--- src/rtl/frame_cfg.svh ---
// Summary of operation
// - Each frame opens with a one-byte start marker at byte zero.
// - A 16-bit length counts the bytes between length field and checksum.
// - Last byte is 0xFF minus the low byte of the sum from byte three on.
// - Route record frames carry type code 0xA1 at byte three.
// - Route records are reported only while acting as a concentrator.
// - High-memory mode reports a node's first unicast arrival.
// - High-memory mode reports a node again after its route fails.
// - Low-memory mode reports every received transmission.
// - Options bit 6 selects high-memory or low-memory behaviour.
// - Type is followed by the 64-bit then 16-bit source address.
// - An options byte follows: bit 0 acknowledged, bit 1 broadcast.
// - A hop count follows, excluding source and destination nodes.
// - Hop addresses follow, ordered from destination toward source.
// - Registration answers carry type code 0xA4.
// - No registration frame is sent when the request identifier is zero.
// - Byte four of a registration frame echoes the request identifier.
// - Byte five holds the registration result code.
// - A reserved all-zero or all-one key reports code 0xB2 unless the install-code check also fails.
// - A failed install-code check reports the invalid security data code.
`ifndef FRAME_CFG_SVH
`define FRAME_CFG_SVH
`define SOF_BYTE        8'h7E
`define TYPE_ROUTE_REC  8'hA1
`define TYPE_REG_STATUS 8'hA4
`define CSUM_BASE       8'hFF
`define ROUTE_FIXED_LEN 16'h000D
`define REG_LEN         16'h0003
`define LOWMEM_BIT      6
`define POS_TYPE        8'h03
`define POS_HOPS        8'h10
`define ST_KEY_RESERVED 8'hB2
`define ST_CRC_FAIL     8'hBD
`endif

--- src/rtl/frame_pkg.sv ---
package frame_pkg;
   typedef enum logic [0:0] {ST_IDLE = 1'b0, ST_SEND = 1'b1} framer_state_t;
   typedef enum logic [0:0] {KIND_ROUTE = 1'b0, KIND_REG = 1'b1} frame_kind_t;
endpackage : frame_pkg

--- src/rtl/route_seen.sv ---
`timescale 1ns/1ns
`default_nettype none
`include "frame_cfg.svh"
module route_seen
   import frame_pkg::*;
#(
   parameter int DEPTH = 16
)(
   input  wire logic        clk_in,
   input  wire logic        rst_n_in,
   input  wire logic        ce_in,
   input  wire logic [15:0] look_addr_in,
   input  wire logic        insert_in,
   input  wire logic        fail_in,
   input  wire logic [15:0] fail_addr_in,
   output logic             hit_out
);
   localparam int PW = (DEPTH > 1) ? $clog2(DEPTH) : 1;

   logic [15:0]      addr [DEPTH];
   logic [DEPTH-1:0] valid;
   logic [DEPTH-1:0] match;
   logic [DEPTH-1:0] fail_match;
   logic [PW-1:0]    wr_ptr;

   // One comparator pair per entry; lookup is combinational.
   genvar g;
   generate
      for (g = 0; g < DEPTH; g++)
      begin : g_cmp
         assign match[g]      = valid[g] && (addr[g] == look_addr_in);
         assign fail_match[g] = valid[g] && (addr[g] == fail_addr_in);
      end
   endgenerate

   assign hit_out = |match;

   // Entries are replaced round-robin; an old node may be forgotten and then
   // reported again, which costs a frame but never loses a route.
   always_ff @(posedge clk_in or negedge rst_n_in)
   begin
      if (!rst_n_in)
      begin
         valid  <= '0;
         wr_ptr <= '0;
      end
      else if (ce_in)
      begin
         if (fail_in)
            valid <= valid & ~fail_match;
         if (insert_in)
         begin
            addr[wr_ptr]  <= look_addr_in;
            valid[wr_ptr] <= 1'b1;
            wr_ptr <= (wr_ptr == PW'(DEPTH - 1)) ? '0 : wr_ptr + 1'b1;
         end
      end
   end
endmodule : route_seen
`default_nettype wire

--- src/rtl/frame_emitter.sv ---
`timescale 1ns/1ns
`default_nettype none
`include "frame_cfg.svh"
module frame_emitter
   import frame_pkg::*;
#(
   parameter int MAX_HOPS   = 8,
   parameter int SEEN_DEPTH = 16
)(
   input  wire logic                  clk_in,
   input  wire logic                  rst_n_in,
   input  wire logic                  ce_in,
   input  wire logic                  concentrator_in,
   input  wire logic [7:0]            misc_options_in,
   input  wire logic                  rr_valid_in,
   output logic                       rr_ready_out,
   input  wire logic                  rr_unicast_in,
   input  wire logic [63:0]           rr_ieee_in,
   input  wire logic [15:0]           rr_nwk_in,
   input  wire logic [7:0]            rr_opts_in,
   input  wire logic [7:0]            rr_hops_in,
   input  wire logic [16*MAX_HOPS-1:0] rr_hop_addr_in,
   input  wire logic                  route_fail_in,
   input  wire logic [15:0]           route_fail_addr_in,
   input  wire logic                  reg_valid_in,
   output logic                       reg_ready_out,
   input  wire logic [7:0]            reg_id_in,
   input  wire logic [7:0]            reg_result_in,
   input  wire logic                  reg_key_reserved_in,
   input  wire logic                  reg_crc_fail_in,
   output logic                       tx_valid_out,
   input  wire logic                  tx_ready_in,
   output logic [7:0]                 tx_data_out
);
   framer_state_t         state;
   frame_kind_t           kind;
   logic [7:0]            idx;
   logic [7:0]            sum;
   logic [15:0]           len;
   logic [63:0]           ieee;
   logic [15:0]           nwk;
   logic [7:0]            opts;
   logic [7:0]            hops;
   logic [16*MAX_HOPS-1:0] hop_addr;
   logic [7:0]            reg_id;
   logic [7:0]            reg_status;
   logic                  seen_hit;
   logic                  low_mem;
   logic                  rr_take;
   logic                  reg_take;
   logic                  rr_emit;
   logic                  seen_insert;
   logic                  tx_take;
   logic [7:0]            last_idx;
   logic [7:0]            next_idx;
   logic [7:0]            next_sum;
   logic [7:0]            next_byte;
   logic [7:0]            hops_clamped;
   logic [7:0]            next_status;

   // Mode select; bit set means the low-memory concentrator.
   assign low_mem = misc_options_in[`LOWMEM_BIT];

   // Registration requests win over route records when both wait, since
   // the host is stalled on its own request while route records are not.
   assign reg_ready_out = ce_in && (state == ST_IDLE);
   assign rr_ready_out  = ce_in && (state == ST_IDLE) && !reg_valid_in;
   assign reg_take      = reg_valid_in && reg_ready_out;
   assign rr_take       = rr_valid_in && rr_ready_out;
   assign tx_take       = ce_in && tx_valid_out && tx_ready_in;

   // Decide whether an arriving route record becomes a frame.
   assign rr_emit = concentrator_in
                    && (low_mem
                        || (rr_unicast_in && !seen_hit));
   assign seen_insert = rr_take && concentrator_in && rr_unicast_in
                        && !seen_hit;

   route_seen #(
      .DEPTH (SEEN_DEPTH)
   ) u_seen (
      .clk_in       (clk_in),
      .rst_n_in     (rst_n_in),
      .ce_in        (ce_in),
      .look_addr_in (rr_nwk_in),
      .insert_in    (seen_insert),
      .fail_in      (route_fail_in),
      .fail_addr_in (route_fail_addr_in),
      .hit_out      (seen_hit)
   );

   // Hop lists longer than the storage are cut so the frame stays honest.
   assign hops_clamped = (rr_hops_in > 8'(MAX_HOPS)) ? 8'(MAX_HOPS)
                                                      : rr_hops_in;

   // Result code: a failed check on the request overrides the key table's.
   always_comb
   begin
      if (reg_crc_fail_in)
         next_status = `ST_CRC_FAIL;
      else if (reg_key_reserved_in)
         next_status = `ST_KEY_RESERVED;
      else
         next_status = reg_result_in;
   end

   // Capture the request so the inputs may change while the frame goes out.
   always_ff @(posedge clk_in or negedge rst_n_in)
   begin
      if (!rst_n_in)
      begin
         kind       <= KIND_ROUTE;
         len        <= '0;
         ieee       <= '0;
         nwk        <= '0;
         opts       <= '0;
         hops       <= '0;
         hop_addr   <= '0;
         reg_id     <= '0;
         reg_status <= '0;
      end
      else if (ce_in)
      begin
         if (reg_take)
         begin
            kind       <= KIND_REG;
            len        <= `REG_LEN;
            reg_id     <= reg_id_in;
            reg_status <= next_status;
         end
         else if (rr_take)
         begin
            kind     <= KIND_ROUTE;
            len      <= `ROUTE_FIXED_LEN + {7'h00, hops_clamped, 1'b0};
            ieee     <= rr_ieee_in;
            nwk      <= rr_nwk_in;
            opts     <= rr_opts_in & 8'h03;
            hops     <= hops_clamped;
            hop_addr <= rr_hop_addr_in;
         end
      end
   end

   assign last_idx = 8'(len + 16'h0003);
   assign next_idx = idx + 8'h01;
   // Running sum including the byte now on the port, from byte three on.
   assign next_sum = (idx >= `POS_TYPE) ? sum + tx_data_out : sum;

   // Byte that follows the one on the port; fields go out high byte first.
   always_comb
   begin
      logic [7:0] hop_off;
      logic [15:0] hop_word;
      hop_off   = next_idx - `POS_HOPS;
      hop_word  = 16'(hop_addr >> (16 * hop_off[7:1]));
      next_byte = 8'h00;
      if (next_idx == last_idx)
         next_byte = `CSUM_BASE - next_sum;
      else if (next_idx == 8'h01)
         next_byte = len[15:8];
      else if (next_idx == 8'h02)
         next_byte = len[7:0];
      else if (next_idx == `POS_TYPE)
         next_byte = (kind == KIND_REG) ? `TYPE_REG_STATUS
                                         : `TYPE_ROUTE_REC;
      else if (kind == KIND_REG)
         next_byte = (next_idx == 8'h04) ? reg_id : reg_status;
      else if (next_idx <= 8'h0B)
         next_byte = 8'(ieee >> (8 * (8'h0B - next_idx)));
      else if (next_idx == 8'h0C)
         next_byte = nwk[15:8];
      else if (next_idx == 8'h0D)
         next_byte = nwk[7:0];
      else if (next_idx == 8'h0E)
         next_byte = opts;
      else if (next_idx == 8'h0F)
         next_byte = hops;
      else
         next_byte = hop_off[0] ? hop_word[7:0]
                                : hop_word[15:8];
   end

   // Frame sequencer: start on an accepted request, walk bytes on handshake.
   always_ff @(posedge clk_in or negedge rst_n_in)
   begin
      if (!rst_n_in)
      begin
         state        <= ST_IDLE;
         idx          <= '0;
         sum          <= '0;
         tx_valid_out <= 1'b0;
         tx_data_out  <= '0;
      end
      else if (ce_in)
      begin
         case (state)
            ST_IDLE:
            begin
               if ((reg_take && (reg_id_in != 8'h00))
                   || (!reg_valid_in && rr_take && rr_emit))
               begin
                  state        <= ST_SEND;
                  idx          <= '0;
                  sum          <= '0;
                  tx_valid_out <= 1'b1;
                  tx_data_out  <= `SOF_BYTE;
               end
            end
            ST_SEND:
            begin
               if (tx_take)
               begin
                  if (idx == last_idx)
                  begin
                     state        <= ST_IDLE;
                     tx_valid_out <= 1'b0;
                  end
                  else
                  begin
                     idx         <= next_idx;
                     sum         <= next_sum;
                     tx_data_out <= next_byte;
                  end
               end
            end
            default:
            begin
               state        <= ST_IDLE;
               tx_valid_out <= 1'b0;
            end
         endcase
      end
   end

   chk_sof_first: assert property (
      @(posedge clk_in) disable iff (!rst_n_in)
      $rose(tx_valid_out) |-> tx_data_out == `SOF_BYTE)
      else $error("Frame did not open with the start marker.");

   chk_type_byte: assert property (
      @(posedge clk_in) disable iff (!rst_n_in)
      tx_valid_out && idx == `POS_TYPE
      |-> tx_data_out == ((kind == KIND_REG) ? `TYPE_REG_STATUS
                                             : `TYPE_ROUTE_REC))
      else $error("Frame type byte is wrong.");

   chk_reg_length: assert property (
      @(posedge clk_in) disable iff (!rst_n_in)
      tx_valid_out && kind == KIND_REG && idx == 8'h02
      |-> tx_data_out == `REG_LEN)
      else $error("Registration frame length is wrong.");

   chk_checksum_sum: assert property (
      @(posedge clk_in) disable iff (!rst_n_in)
      tx_valid_out && idx == last_idx
      |-> 8'(tx_data_out + sum) == `CSUM_BASE)
      else $error("Checksum does not complete the sum.");

   chk_reg_suppress: assert property (
      @(posedge clk_in) disable iff (!rst_n_in)
      reg_take && reg_id_in == 8'h00 |=> !tx_valid_out)
      else $error("Frame sent for a zero identifier.");

   chk_lowmem_every: assert property (
      @(posedge clk_in) disable iff (!rst_n_in)
      rr_take && concentrator_in && low_mem
      |=> tx_valid_out && tx_data_out == `SOF_BYTE)
      else $error("Low-memory route record not reported.");

   chk_needs_concentrator: assert property (
      @(posedge clk_in) disable iff (!rst_n_in)
      rr_take && !concentrator_in |=> !tx_valid_out)
      else $error("Route record reported while not a concentrator.");

   chk_repeat_quiet: assert property (
      @(posedge clk_in) disable iff (!rst_n_in)
      rr_take && concentrator_in && !low_mem && seen_hit |=> !tx_valid_out)
      else $error("Known node reported again in high-memory mode.");

   chk_crc_status: assert property (
      @(posedge clk_in) disable iff (!rst_n_in)
      reg_take && reg_crc_fail_in |=> reg_status == `ST_CRC_FAIL)
      else $error("Install-code failure not reported.");
endmodule : frame_emitter
`default_nettype wire

--- config.mk ---
export PLATFORM = sky130hd
export DESIGN_NAME = frame_emitter
export DESIGN_NICKNAME = d
export VERILOG_FILES = /design/src/rtl/frame_pkg.sv /design/src/rtl/route_seen.sv /design/src/rtl/frame_emitter.sv
export VERILOG_INCLUDE_DIRS = /design/src /design/src/rtl
export SDC_FILE = /design/constraint.sdc
export NUM_CORES = 1
export LEC_CHECK = 0
export BUFFER_PORTS_ARGS = -buffer_cell sky130_fd_sc_hd__buf_4
export CORE_MARGIN = 5
export CORE_UTILIZATION = 30
export DETAILED_ROUTE_END_ITERATION = 16
export HOLD_SLACK_MARGIN = 0.15
export PLACE_DENSITY = 0.51
export SYNTH_ARGS = -nofsm -noshare
export SYNTH_HDL_FRONTEND = slang
export SYNTH_SLANG_ARGS = --single-unit
--- constraint.sdc ---
create_clock -name clk_in -period 6.6 [get_ports clk_in]
set_input_delay 1.32 -clock clk_in [delete_from_list [all_inputs] [get_ports clk_in]]
set_output_delay 1.32 -clock clk_in [all_outputs]
set_load 0.03 [all_outputs]
==> results.json, run 1 <==
{
  "multiInputGateArea_sq_um": 12800,
  "finalClockSkew_ns": 0.0304,
  "die_y_um": 319,
  "antenna_found_initial": 7,
  "cp-end-kind": "register",
  "post_drt_wl_per_cell_um": 21.7,
  "max_cap_violations": 0,
  "ant_nets": 0,
  "first_pass_iters": 4,
  "p_leak_nw": 14.1,
  "coreArea_sq_um": 94900,
  "layout_commonest_cell": "nand2_1",
  "crit_fanout": 54,
  "worstPathArrival_ns": 5.15,
  "period_needed_ns": 4.83,
  "regToRegEndpoint": "u_seen.addr[3][14]",
  "clk_path_buf_depth": 3,
  "cts-hold-fix-buffers": 0,
  "cts_tree": "built",
  "place_congestion": 0.820,
  "final_cell_mix": "nand2_1 (754), xor2_1 (454), buf_4 (298)",
  "hold_end": "nwk[13]",
  "synth_flop_cell": "dfrtp_1",
  "grt_max_degree": 142,
  "slew_violations": 0,
  "reg2reg_from": "state",
  "path_class": "input port to register",
  "seq_area_sq_um": 15000,
  "ys_async_sr_fraction": 0.532,
  "syn_area_sq_um": 28700,
  "start_util": 0.302,
  "grt_overflow_total": 0,
  "drt_iter0_markers": 1417,
  "num_io_pins": 286,
  "ys_ff_latch": 547,
  "cts.sinks": 547,
  "routed_wl_um": 91800,
  "r2r_setup_slack_ns": 2.21,
  "htree_levels": 3,
  "dieWidth_um": 319,
  "yosysUniqueCellTypes": 83,
  "syn_to_final_growth_pct": 18.1,
  "final_cells": 4219,
  "drive_above_1_share": 0.161,
  "hpwlAfterDp_um": 58000,
  "fin_tns_setup_ns": 0,
  "status": "complete, no violations",
  "setup_violations": 0,
  "dp_cells": 4093,
  "whs_path_depth": 2,
  "r2r.worst_path.cells": 9,
  "timing.hold.ws_ns": 0.466,
  "cts_resized": 0,
  "hp-start": "nwk[13]",
  "grt_setup_unrepaired": "no",
  "grt_util_all_layers": 0.176,
  "dp_slack_ns": 1.24,
  "fp-row-count": 113,
  "tightest_slew_ns": 1.07,
  "grt_pass1_wl_um": 136000,
  "yosysWarnings": 0,
  "die_area_sq_um": 102000,
  "clk_latency_ns": 0.63,
  "required_ns": 6.92,
  "route.vias.total": 20500,
  "syn_nets": 2992,
  "grt_pass1_vias": 21100,
  "setup_ws_ns": 1.77,
  "synth_seq_area_share": 0.522,
  "hold_viol": 0,
  "via_per_inst": 4.86,
  "vdd_drop_max_mv": 0.273,
  "drc": 0,
  "avgSynthCellArea_sq_um": 10.6,
  "cts.clk_slew.worst_paths_ns": 0.06,
  "total_power_mw": 12.4,
  "critPathLaunchType": "input port",
  "fmax_ghz": 0.207,
  "min_path_type": "register to register",
  "p_per_area_nw_per_um2": 367,
  "nNetsFinal": 3195,
  "max_slew_margin": 0.285,
  "cts_made_buffers": 66,
  "post_cts_buffers": 0,
  "io_buffers": 272,
  "fillers": 9583,
  "clockRootBuffer": "clkbuf_16",
  "fin_crit_sh": 0.731,
  "syn_inst": 2693,
  "synth-edff-count": 256
}
[worst max-delay path: stages]
cell	delay (ns)
buf_4	0.12
nor2b_1	0.29
nor2b_1	0.36
and2_4	0.64
o2111ai_1	0.22
nor3_1	0.41
and3_1	0.63
nand2_1	0.46
nor2_1	0.37
buf_4	0.29
[worst max-delay path by stage]
stage	from	cells past startpoint	end
floorplan	ce_in	12	u_seen.addr[3][0]
global placement	ce_in	10	u_seen.addr[3][10]
detailed placement	ce_in	10	u_seen.addr[3][3]
CTS	ce_in	10	u_seen.addr[3][14]
global route	ce_in	10	u_seen.addr[3][14]
finish	ce_in	10	u_seen.addr[3][14]
[state kept, by name, summed over array words and instances (netlist names), 2 cells and up]
signal and count:
u_seen.valid 16, sum 8, ieee 64, reg_id 8, nwk 16, u_seen.wr_ptr 4
tx_data_out 8, len 10, hops 8, u_seen.addr 256, opts 2, reg_status 8
idx 8, hop_addr 128
[logic make-up after synthesis]
| family | synth area share |
|---|---|
| multiplexers | 0.0460 |
| AND/OR/NAND/NOR | 0.167 |
| buffers and inverters | 0.0325 |
| adder cells (fa/ha/maj) | 0.0107 |
| flip-flops | 0.522 |
| AO/OA/AOI/OAI | 0.0538 |
| XOR/XNOR | 0.168 |
[report_power, final]
part	switching, mW	internal [mW]	total, mW
registers	0.497	4.27	4.77
logic	2.38	1.67	4.04
clock network	1.51	2.10	3.61
total	4.38	8.04	12.4
[synth_stat cells (16+ instances only)]
cell type / instances / area share
a21oi_1: 30 / 0.0052
buf_2: 33 / 0.0058
buf_6: 16 / 0.0063
clkbuf_1: 94 / 0.012
dfrtp_1: 291 / 0.25
edfxtp_1: 256 / 0.27
ha_1: 23 / 0.010
inv_1: 21 / 0.0027
mux2i_1: 26 / 0.0091
mux4_2: 41 / 0.032
nand2_1: 755 / 0.099
nand3_1: 34 / 0.0059
nand4_1: 36 / 0.0079
nor2_1: 53 / 0.0069
nor3_1: 49 / 0.0086
nor4_1: 99 / 0.022
o21ai_0: 66 / 0.012
xnor2_1: 83 / 0.025
xor2_1: 454 / 0.14
[final cells by class]
type | count | area share
Antenna cell | 7 | 0.000517
Tap cell | 1265 | 0.0467
Multi-Input combinational cell | 1956 | 0.378
Timing Repair Buffer | 302 | 0.0683
Inverter | 23 | 0.00255
Sequential cell | 547 | 0.442
Clock inverter | 19 | 0.00554
Clock buffer | 100 | 0.0568
[stage by stage]
| stage | utilization | cell area, sq um |
|---|---|---|
| 2_1_floorplan | - | 28700 |
| 3_3_place_gp | 0.335 | 31700 |
| 3_5_place_dp | 0.335 | 31700 |
| 4_1_cts | 0.357 | 33900 |
| 5_1_grt | 0.357 | 33900 |
| 6_report | 0.357 | 33900 |
[routing by layer]
metal,vias to the layer above,wire (um),GRT usage
met1,10300,39400,0.227
met4,0,3030,0.0643
met5,-,0,0
met2,487,45000,0.298
met3,137,4300,0.0299
li1,9631,-,-
(Power assumes the default switching activity.)
==> inputs of run 2 (changes only) <==
--- a/config.mk
+++ b/config.mk
@@ -11,7 +11,7 @@
 export CORE_UTILIZATION = 30
 export DETAILED_ROUTE_END_ITERATION = 16
 export HOLD_SLACK_MARGIN = 0.15
-export PLACE_DENSITY = 0.51
+export PLACE_DENSITY = 0.53
 export SYNTH_ARGS = -nofsm -noshare
 export SYNTH_HDL_FRONTEND = slang
 export SYNTH_SLANG_ARGS = --single-unit
==> constraint.sdc (replaced) <==
create_clock -name clk_in -period 4 [get_ports clk_in]
set_input_delay 0.8 -clock clk_in [delete_from_list [all_inputs] [get_ports clk_in]]
set_output_delay 0.8 -clock clk_in [all_outputs]
set_load 0.03 [all_outputs]
==> run 2 against run 1 <==
  * First-iteration DRC count is 12% higher
  * Largest cell class unchanged
  * Non-clock buffer count up 67
  * Critical endpoint is now tx_data_out[3]
  * Power rose by 68%
  * Clock power grew 70%
  * Clock skew is 0.0013 ns lower
  * Register-to-register slack worse by 1.7 ns
  * Die area stayed put
  * Core utilization rose by 1.0 points
  * Sequential share of layout area down 1.2 points
  * Via count up 1.2%
  * Sequential cell count did not move
  * Critical path depth rose by 1
==> results.json, run 2 (synthesis results as in run 1) <==
{
  "htree_levels": 3,
  "cts_made_buffers": 68,
  "post_dp_cell_area_sq_um": 32600,
  "grt_setup_unrepaired": "no",
  "cts_tree": "built",
  "ant_nets": 0,
  "drt_iter0_markers": 1590,
  "cts.clk_slew.worst_paths_ns": 0.07,
  "clk_latency_ns": 0.63,
  "p_leak_nw": 14.6,
  "drc": 0,
  "post_drt_wl_per_cell_um": 21.4,
  "required_ns": 4.52,
  "finalClockSkew_ns": 0.0290,
  "hold_viol": 0,
  "reg.largest.list": "u_seen.addr: 256 flops, hop_addr: 128 flops, ieee: 64 flops",
  "fp-row-count": 113,
  "num_io_pins": 286,
  "setup_violations": 0,
  "status": "complete, no violations",
  "clk_path_buf_depth": 3,
  "routed_wl_um": 91600,
  "die_area_sq_um": 102000,
  "final_cell_mix": "nand2_1 (754), xor2_1 (454), buf_4 (335)",
  "first_pass_iters": 5,
  "grt_max_degree": 164,
  "route.vias.total": 20800,
  "coreArea_sq_um": 94900,
  "fin_crit_sh": 0.883,
  "min_path_type": "input port to register",
  "hpwlAfterDp_um": 61300,
  "worstPathArrival_ns": 4.05,
  "grt_util_all_layers": 0.176,
  "dieWidth_um": 319,
  "die_y_um": 319,
  "grt_overflow_total": 0,
  "regMostFlops": "u_seen.addr",
  "critPathLaunchType": "register",
  "crit_fanout": 36,
  "layout_commonest_cell": "nand2_1",
  "place_congestion": 0.846,
  "nNetsFinal": 3264,
  "antenna_found_initial": 1,
  "fmax_ghz": 0.283,
  "dp_slack_ns": 0.290,
  "fin_tns_setup_ns": 0,
  "cts_resized": 0,
  "period_needed_ns": 3.53,
  "hp-start": "rr_ieee_in[56]",
  "grt_pass1_vias": 21200,
  "vdd_drop_max_mv": 0.448,
  "io_buffers": 272,
  "max_slew_margin": 0.434,
  "via_per_inst": 4.85,
  "drive_above_1_share": 0.181,
  "slew_violations": 0,
  "tightest_slew_ns": 0.848,
  "reg2reg_from": "idx[0]",
  "max_cap_violations": 0,
  "r2r_setup_slack_ns": 0.47,
  "post_cts_buffers": 0,
  "largest_register_ffs": 256,
  "dp_cells": 4159,
  "cp-end-kind": "register",
  "setup_ws_ns": 0.468,
  "crit_path_start": "idx[0]",
  "path_class": "register to register",
  "start_util": 0.302,
  "grt_pass1_wl_um": 137000,
  "final_cells": 4283,
  "clockRootBuffer": "clkbuf_16",
  "fin_area_sq_um": 34800,
  "cts.sinks": 547,
  "timing.hold.ws_ns": 0.357,
  "diodes": 0,
  "p_per_area_nw_per_um2": 598,
  "fillers": 9443,
  "cts-hold-fix-buffers": 1,
  "syn_to_final_growth_pct": 21.5
}
## run 2: cell count changes in the layout (fill, tap and decap cells not counted), moves of 2 or more
cell      previous run  this run
diode_2              7         0
clkinv_1             3        10
buf_12               3        32
buf_4              298       335
clkbuf_8             8        10
clkinv_8             1         3
inv_6                4         2
clkbuf_1            23        15
## run 2: routing by layer
layer | up-vias | GRT usage | wire (um)
met4 | 0 | 0.0420 | 1960
li1 | 9774 | - | -
met5 | - | 0 | 0
met3 | 113 | 0.0233 | 3660
met2 | 471 | 0.310 | 46500
met1 | 10400 | 0.230 | 39500
## run 2: path summary, 6_finish.rpt
path	endpoint	cells after the start
worst min-delay path	ieee[56]	3
worst min register to register	ieee[33]	2
worst max register to register	tx_data_out[3]	11
worst max-delay path	tx_data_out[3]	11
max in group asynchronous	sum[6]	3
min in group asynchronous	ieee[19]	2
## run 2: final cells by class
class                           instances  area [sq um]  area share
Sequential cell                       547         15000       0.430
Multi-Input combinational cell       1956         12800       0.367
Tap cell                             1265          1580      0.0455
Timing Repair Buffer                  369          3180      0.0913
Clock inverter                         28           264     0.00758
Clock buffer                           95          1950      0.0559
Inverter                               23          86.3     0.00248
## run 2: stage by stage
stage | utilization | power (mW)
2_1_floorplan | - | 12.4
3_3_place_gp | 0.344 | 14.8
3_5_place_dp | 0.344 | 14.9
4_1_cts | 0.367 | 21.1
5_1_grt | 0.367 | 22.0
6_report | 0.367 | 20.8
## run 2: worst max-delay path: stages, from the launching register on
cell and delay (ns):
dfrtp_2 0.47, buf_4 0.20, inv_1 0.06, ha_2 0.43, buf_12 0.30, mux4_2 0.34
o22ai_1 0.10, a2111oi_2 0.58, nor4_1 0.12, a2111oi_2 0.38, o21ai_1 0.17, a32oi_1 0.22
## run 2: power breakdown
part           total, mW  switching (mW)  internal [mW]
combinational       6.86            3.94           2.93
clock               6.12            2.56           3.56
sequential          7.85           0.803           7.04
